==> config.mk <==
export PLATFORM = sky130hd
export DESIGN_NAME = rrp_rx_port
export DESIGN_NICKNAME = d
export VERILOG_FILES = /design/src/rrp_pkg.sv /design/src/rrp_fifo_if.sv /design/src/rrp_rx_port.sv /design/src/rrp_fifo.sv
export SDC_FILE = /design/constraint.sdc
export NUM_CORES = 1
export LEC_CHECK = 0
export ABC_AREA = 1
export BUFFER_PORTS_ARGS = -buffer_cell sky130_fd_sc_hd__buf_2
export CORE_MARGIN = 5
export CORE_UTILIZATION = 40
export DETAILED_ROUTE_END_ITERATION = 8
export HOLD_SLACK_MARGIN = 0.12
export PLACE_DENSITY_LB_ADDON = 0.05
export SLEW_MARGIN = 15
export SYNTH_ARGS = -nofsm -noshare
export SYNTH_HDL_FRONTEND = slang
export SYNTH_SLANG_ARGS = --single-unit
==> constraint.sdc <==
create_clock -name CLK -period 3.58 [get_ports CLK]
set_input_delay 0.716 -clock CLK [delete_from_list [all_inputs] [get_ports CLK]]
set_output_delay 0.716 -clock CLK [all_outputs]
set_load 0.01 [all_outputs]
==> src/rrp_pkg.sv <==
/*
  Shared constants, state enumeration and timing counts for one port's reduced
  receive interface: dibit serialiser, carrier/data-valid generation, nibble buffer.
  Assumes a single reference clock that also clocks the upstream decoder.
*/
package rrp_pkg;

  // ==========================================================================
  // widths and buffer shape
  localparam int NIB_W      = 4;
  localparam int ERR_BIT    = 4;
  localparam int FIFO_W     = 5;
  localparam int FIFO_DEPTH = 16;
  localparam int DIBIT_W    = 2;

  // ==========================================================================
  // timing: reference clock against the 10 Mbps dibit rate
  localparam int REFCLK_HZ     = 50_000_000;
  localparam int DIBIT_HZ_10M  = 5_000_000;
  localparam int HOLD_10M      = REFCLK_HZ / DIBIT_HZ_10M;
  localparam int DIV_W         = 4;
  localparam logic [DIV_W-1:0] DIV_LAST = DIV_W'(HOLD_10M - 1);
  localparam logic [DIV_W-1:0] DIV_RST  = 4'h0;

  // ==========================================================================
  // dibit patterns and reset values
  localparam logic [DIBIT_W-1:0] DIBIT_IDLE  = 2'h0;
  localparam logic [DIBIT_W-1:0] DIBIT_FALSE = 2'h2;
  localparam logic [NIB_W-1:0]   NIB_RST     = 4'h0;
  localparam logic               PHASE_FIRST = 1'b0;
  localparam logic               PHASE_SECOND = 1'b1;

  // ==========================================================================
  // receive sequence
  typedef enum logic [2:0] {
    RRP_IDLE,
    RRP_WAIT_LOCK,
    RRP_DATA,
    RRP_DRAIN,
    RRP_FALSE
  } rrp_state_type;

  // dibit of a nibble for the given half
  function automatic logic [DIBIT_W-1:0] rrp_dibit(input logic [NIB_W-1:0] nib,
                                                   input logic             half);
    rrp_dibit = half ? nib[3:2] : nib[1:0];
  endfunction : rrp_dibit

endpackage : rrp_pkg

==> src/rrp_fifo_if.sv <==
/*
  Valid/ready carrier between the receive port and its nibble buffer.
  Assumes both ends share the reference clock.
*/
`timescale 1ns/100ps
interface rrp_fifo_if #(parameter int WIDTH = 5);
  logic             in_valid;
  logic             in_ready;
  logic [WIDTH-1:0] in_data;
  logic             out_valid;
  logic             out_ready;
  logic [WIDTH-1:0] out_data;
  logic             flush;

  modport buffer (input in_valid, in_data, out_ready, flush,
                  output in_ready, out_valid, out_data);
  modport user   (output in_valid, in_data, out_ready, flush,
                  input in_ready, out_valid, out_data);
endinterface : rrp_fifo_if

==> src/rrp_rx_port.sv <==
/*
  One port of the reduced receive interface: takes decoded nibbles from the
  receive decoder, buffers them, and serialises them as dibits with the
  combined carrier/data-valid signal and receive error. Transmit pair is
  registered through toward the transmit path.
  Assumes CLK is the shared reference clock, all inputs synchronous to it,
  and the decoder pushes nibbles only once it has locked.
*/
`timescale 1ns/100ps
module rrp_rx_port (
  input  wire logic                         CLK,
  input  wire logic                         SYS_RST,
  input  wire logic                         CE,
  input  wire logic                         SPEED_10M,
  input  wire logic                         CARRIER,
  input  wire logic                         DECODE_LOCK,
  input  wire logic                         FALSE_CARRIER,
  input  wire logic                         NIB_VALID,
  input  wire logic [rrp_pkg::NIB_W-1:0]    NIB_DATA,
  input  wire logic                         NIB_ERR,
  output var  logic                         NIB_READY,
  input  wire logic [rrp_pkg::DIBIT_W-1:0]  TXD,
  input  wire logic                         TX_EN,
  output var  logic [rrp_pkg::DIBIT_W-1:0]  TX_DIBIT,
  output var  logic                         TX_ACTIVE,
  output var  logic [rrp_pkg::DIBIT_W-1:0]  RXD,
  output var  logic                         CRS_DV,
  output var  logic                         RX_ER
);
  import rrp_pkg::*;

  // ==========================================================================
  // state
  typedef struct packed {
    rrp_state_type      state;
    logic               phase;
    logic [DIV_W-1:0]   div;
    logic [NIB_W-1:0]   nib;
    logic               nib_err;
    logic [DIBIT_W-1:0] rxd;
    logic               crs_dv;
    logic               rx_er;
    logic [DIBIT_W-1:0] txd;
    logic               tx_en;
  } rrp_port_state_type;

  localparam rrp_port_state_type PORT_RST = '{
    state:   RRP_IDLE,
    phase:   PHASE_SECOND,
    div:     DIV_RST,
    nib:     NIB_RST,
    nib_err: 1'b0,
    rxd:     DIBIT_IDLE,
    crs_dv:  1'b0,
    rx_er:   1'b0,
    txd:     DIBIT_IDLE,
    tx_en:   1'b0
  };

  rrp_port_state_type q;
  rrp_port_state_type d;
  logic               tick;
  logic               boundary;
  logic               mid;
  logic               pop;

  rrp_fifo_if #(.WIDTH(FIFO_W)) fifo_c ();

  rrp_fifo #(
    .WIDTH (FIFO_W),
    .DEPTH (FIFO_DEPTH)
  ) u_fifo (
    .clk  (CLK),
    .rst  (SYS_RST),
    .ce   (CE),
    .port (fifo_c.buffer)
  );

  // ==========================================================================
  // buffer hookup
  // nibbles are only taken while a locked frame is running
  assign fifo_c.in_valid  = NIB_VALID && (q.state == RRP_DATA);
  assign fifo_c.in_data   = {NIB_ERR, NIB_DATA};
  assign fifo_c.out_ready = pop;
  assign fifo_c.flush     = (q.state == RRP_IDLE);

  // ==========================================================================
  // next state
  always_comb begin
    d   = q;
    pop = 1'b0;

    d.txd   = TXD;
    d.tx_en = TX_EN;

    tick = !SPEED_10M || (q.div == DIV_LAST);
    if (SPEED_10M && !tick) begin
      d.div = DIV_W'(q.div + 1'b1);
    end else begin
      d.div = DIV_RST;
    end
    if (tick) begin
      d.phase = ~q.phase;
    end
    // boundary: next dibit shown is the first of a nibble
    boundary = tick && (q.phase == PHASE_SECOND);
    mid      = tick && (q.phase == PHASE_FIRST);

    unique case (q.state)
      RRP_IDLE: begin
        d.rxd   = DIBIT_IDLE;
        d.rx_er = 1'b0;
        if (CARRIER) begin
          d.state  = RRP_WAIT_LOCK;
          d.crs_dv = 1'b1;
          d.phase  = PHASE_SECOND;
          d.div    = DIV_RST;
        end
      end

      RRP_WAIT_LOCK: begin
        d.rxd = DIBIT_IDLE;
        if (FALSE_CARRIER && !SPEED_10M) begin
          d.state = RRP_FALSE;
          d.rxd   = DIBIT_FALSE;
          d.rx_er = 1'b1;
        end else if (DECODE_LOCK) begin
          d.state = RRP_DATA;
          d.phase = PHASE_SECOND;
          d.div   = DIV_LAST;
          d.nib   = NIB_RST;
        end else if (boundary && !CARRIER) begin
          d.state  = RRP_IDLE;
          d.crs_dv = 1'b0;
        end
      end

      RRP_DATA, RRP_DRAIN: begin
        if (boundary) begin
          if (!CARRIER || q.state == RRP_DRAIN) begin
            d.crs_dv = 1'b0;
          end else begin
            d.crs_dv = 1'b1;
          end
          if (fifo_c.out_valid) begin
            pop       = 1'b1;
            d.nib     = fifo_c.out_data[NIB_W-1:0];
            d.nib_err = fifo_c.out_data[ERR_BIT];
            if (!CARRIER) begin
              d.state = RRP_DRAIN;
            end
          end else begin
            // underflow shows idle dibits rather than repeating data
            d.nib     = NIB_RST;
            d.nib_err = 1'b0;
            if (!CARRIER || q.state == RRP_DRAIN) begin
              d.state = RRP_IDLE;
            end
          end
          d.rxd   = rrp_dibit(d.nib, PHASE_FIRST);
          d.rx_er = d.nib_err && (d.state != RRP_IDLE);
          if (d.state == RRP_IDLE) begin
            d.rxd = DIBIT_IDLE;
          end
        end else if (mid) begin
          d.rxd = rrp_dibit(q.nib, PHASE_SECOND);
          if (q.state == RRP_DRAIN) begin
            d.crs_dv = 1'b1;
          end
        end
      end

      RRP_FALSE: begin
        d.crs_dv = 1'b1;
        d.rxd    = DIBIT_FALSE;
        d.rx_er  = 1'b1;
        if (boundary && !CARRIER) begin
          d.state  = RRP_IDLE;
          d.crs_dv = 1'b0;
          d.rxd    = DIBIT_IDLE;
          d.rx_er  = 1'b0;
        end
      end
    endcase
  end

  // ==========================================================================
  // registers
  // all receive outputs change on the clock
  always_ff @(posedge CLK) begin
    if (SYS_RST) begin
      q <= PORT_RST;
    end else if (CE) begin
      q <= d;
    end
  end

  assign RXD       = q.rxd;
  assign CRS_DV    = q.crs_dv;
  assign RX_ER     = q.rx_er;
  assign TX_DIBIT  = q.txd;
  assign TX_ACTIVE = q.tx_en;
  assign NIB_READY = fifo_c.in_ready;

endmodule : rrp_rx_port

==> src/rrp_fifo.sv <==
/*
  Parameterised synchronous FIFO with registered full/empty flags.
  Assumes clock enable and reset shared with the user of the buffer.
*/
`timescale 1ns/100ps
module rrp_fifo #(
  parameter int WIDTH = 5,
  parameter int DEPTH = 16
) (
  input  wire logic   clk,
  input  wire logic   rst,
  input  wire logic   ce,
  rrp_fifo_if.buffer  port
);
  localparam int AW = $clog2(DEPTH);

  typedef struct packed {
    logic [DEPTH-1:0][WIDTH-1:0] mem;
    logic [AW-1:0]               wr;
    logic [AW-1:0]               rd;
    logic [AW:0]                 cnt;
    logic                        not_empty;
    logic                        not_full;
  } rrp_fifo_state_type;

  rrp_fifo_state_type q;
  rrp_fifo_state_type d;
  logic               push;
  logic               pop;

  // ==========================================================================
  // next state
  always_comb begin
    d    = q;
    push = port.in_valid && q.not_full;
    pop  = port.out_ready && q.not_empty;
    if (push) begin
      d.mem[q.wr] = port.in_data;
      d.wr        = AW'(q.wr + 1'b1);
    end
    if (pop) begin
      d.rd = AW'(q.rd + 1'b1);
    end
    d.cnt = (AW+1)'(q.cnt + {{AW{1'b0}}, push} - {{AW{1'b0}}, pop});
    // stale nibbles from a finished frame must not leak into the next
    if (port.flush) begin
      d.wr  = '0;
      d.rd  = '0;
      d.cnt = '0;
    end
    // flags registered so the filling side sees ready straight from a flop
    d.not_empty = (d.cnt != '0);
    d.not_full  = (d.cnt != (AW+1)'(DEPTH));
  end

  always_ff @(posedge clk) begin
    if (rst) begin
      q          <= '0;
      q.not_full <= 1'b1;
    end else if (ce) begin
      q <= d;
    end
  end

  assign port.in_ready  = q.not_full;
  assign port.out_valid = q.not_empty;
  assign port.out_data  = q.mem[q.rd];

endmodule : rrp_fifo

==> impl_metrics.ini <==
[layout]
nFillCells = 1369
syn_to_final_growth_pct = 9.58
layout_common_cells = 134 x a21oi_1, 124 x inv_1, 112 x dfxtp_1
layout-drive-gt1-share_pct = 8.94
design_area_sq_um = 6030
n_antenna_cell = 0
final_common_cell = a21oi_1
nNetsFinal = 820
fin_cells = 970

[clock_network]
cts_buffers = 9
cts_tree = yes
cts_hold_buf = 0
clkLatencyLatePin_ns = 0.35
htree_levels = 3
cts_root_buffer = clkbuf_16
cts.sink_count = 112
clkTransAtPathRegs_ns = 0.07
post_cts_resized = 0
clk_path_buf_depth = 2
postCtsSetupBuffers = 0

[timing]
fmax_ghz = 0.313
rsz0062_at_grt = no
tightest_slew_ns = 0.949
finalCritPeriodShare_pct = 89.1
setup_viol_count_final = 0
slew_headroom_pct = 36.3
drv_slew = 0
hold_viol = 0
min_period_ns = 3.19
fin_skew_ns = 0.00580
setup-tns-final_ns = 0

[drt]
totalWireLength_mm = 14.8
drt-wirelength-per-cell_microns = 15.2
antenna_left = 0
drtIter0Drc = 335
dr_total_vias = 5007
drc = 0
via_per_inst = 5.16
route.met3.wl_microns = 440
first_pass_iters = 5
wl_met1_mm = 7.14
highest_layer = met4
wl_met2_mm = 6.80

[logic_synthesis]
synth_edf_count = 0
synth_area_per_cell_sq_um = 6.99
synth_nets = 818
ys_warn_count = 0
syn_area_sq_um = 5500
ys_seq_area_share_pct = 40.8
synth_top_flop_cell = dfxtp_1
ys_ff_latch = 112
async_flop_share_pct = 0
synthCells = 787
yosysUniqueCellTypes = 31

[placement]
dp_cells = 954
placed_area_sq_um = 5710
port_buffers = 23
dp_hpwl_mm = 10.1
place.gp.congestion = 0.832

[worst_setup_path]
worstPathArrival_ns = 3.44
critPathMaxFanout = 6
worstSetupPathType = reg2reg
worstSetupEndpointType = flip-flop
critPathLaunchType = flip-flop
required_ns = 3.83

[hold_path]
hp-class = reg2reg

[global_routing]
grt_pass1_wl_mm = 24.5
grt_pass1_vias = 4898
antenna_found_initial = 0
grt_max_degree = 57
overflow = 0
grt_usage_pct = 18.7

[floorplan]
die_area_sq_um = 16200
rows = 42
io_pins = 24
die_w_microns = 127
start_util_pct = 41.2
core_sq_um = 13300
die_h_microns = 127

[pwr]
leakagePower_nw = 2.35
power_w = 0.00255
power_per_cell_area_nw_per_um2 = 423
ir_worst_vdd_mv = 0.175

[run_status]
outcome = finished clean

[flow_run]
maxCapViolations = 0
==> worst max-delay path, stage by stage, from the launching register on <==
cell	delay (ns)
dfxtp_1	0.41
ha_1	0.17
inv_1	0.06
o31ai_4	0.28
ha_1	0.32
nand2_1	0.10
inv_1	0.12
ha_1	0.24
inv_1	0.05
ha_1	0.15
inv_1	0.05
fa_1	0.39
nor2_1	0.11
o21ai_0	0.08
nand2_1	0.08
a21oi_1	0.06
o21ai_0	0.13
nand2_1	0.08
o21ai_0	0.15
inv_1	0.05
==> synth_stat cells (2+ instances only) <==
cell type,instances,area (sq um)
inv_1,125,469
nor3b_1,2,15.0
nor2_1,28,105
a21oi_1,134,671
o21ai_1,72,360
nand4_1,2,12.5
nand2_2,17,106
buf_1,2,7.51
dfxtp_1,112,2240
nor2_4,5,56.3
o211ai_1,3,22.5
o21ai_0,62,310
nor3_1,6,30.0
nand3_1,53,265
clkinv_1,2,7.51
ha_1,14,175
buf_4,4,30.0
nand2_1,101,379
buf_2,8,40.0
clkbuf_1,24,90.1
==> where the power goes <==
group	switching [W]	internal, W	leakage (nW)	total (W)
sequential	0.0000138	0.00126	0.905	0.00127
clock	0.000463	0.000581	0.150	0.00104
combinational	0.000159	0.0000714	1.30	0.000230
==> sequential cells by signal, summed over array words and instances (netlist names) <==
name / count
TX_ACTIVE: 1
RXD: 2
q: 10
RX_ER: 1
u_fifo.q: 93
u_fifo.port.in_ready: 1
CRS_DV: 1
TX_DIBIT: 2
u_fifo.port.out_valid: 1
==> worst paths after layout <==
path	cells after the start	endpoint	slack, ns	start
worst max-delay path	19	u_fifo.port.out_valid	0.39	q[12]
worst min-delay path	2	u_fifo.q[33]	0.44	u_fifo.q[33]
worst max register to register	19	u_fifo.port.out_valid	0.39	q[12]
worst min register to register	2	u_fifo.q[33]	0.44	u_fifo.q[33]
==> through the flow <==
| stage | setup slack [ns] | hold slack, ns | utilization (%) |
|---|---|---|---|
| after floorplan | 0.517 | 0.421 | - |
| after global placement | 0.177 | 0.428 | 42.8 |
| after detailed placement | 0.0980 | 0.434 | 42.8 |
| after CTS | 0.0777 | 0.445 | 45.1 |
| after global routing | 0.102 | 0.465 | 45.2 |
| final | 0.389 | 0.442 | 45.2 |
==> logic make-up (layout without fill, tap and decap cells) <==
| kind of cell | Yosys count | in the layout | synth area share (%) |
|---|---|---|---|
| xor gates and xnor gates | 2 | 2 | 0.319 |
| buffers and inverters | 166 | 173 | 11.8 |
| DFF | 112 | 112 | 40.8 |
| AOI/OAI and AO/OA | 275 | 275 | 25.3 |
| adders and majority gates | 15 | 15 | 3.55 |
| and+or+nand+nor | 217 | 217 | 18.2 |
==> routing by layer <==
| layer | vias up | GRT usage (%) |
|---|---|---|
| met3 | 31 | 2.71 |
| li1 | 2601 | - |
| met1 | 2280 | 25.0 |
| met2 | 95 | 30.2 |
| met4 | 0 | 8.14 |
| met5 | - | 0 |
==> cell type report <==
class | instances | area, sq um | area share [%]
multi-input combinational | 509 | 2620 | 43.5
sequential | 112 | 2240 | 37.2
inverter | 128 | 480 | 7.97
clock buffer | 13 | 260 | 4.32
tap | 176 | 220 | 3.65
timing repair buffer | 29 | 160 | 2.66
clock inverter | 3 | 40.0 | 0.664
(Power assumes the default switching activity.)
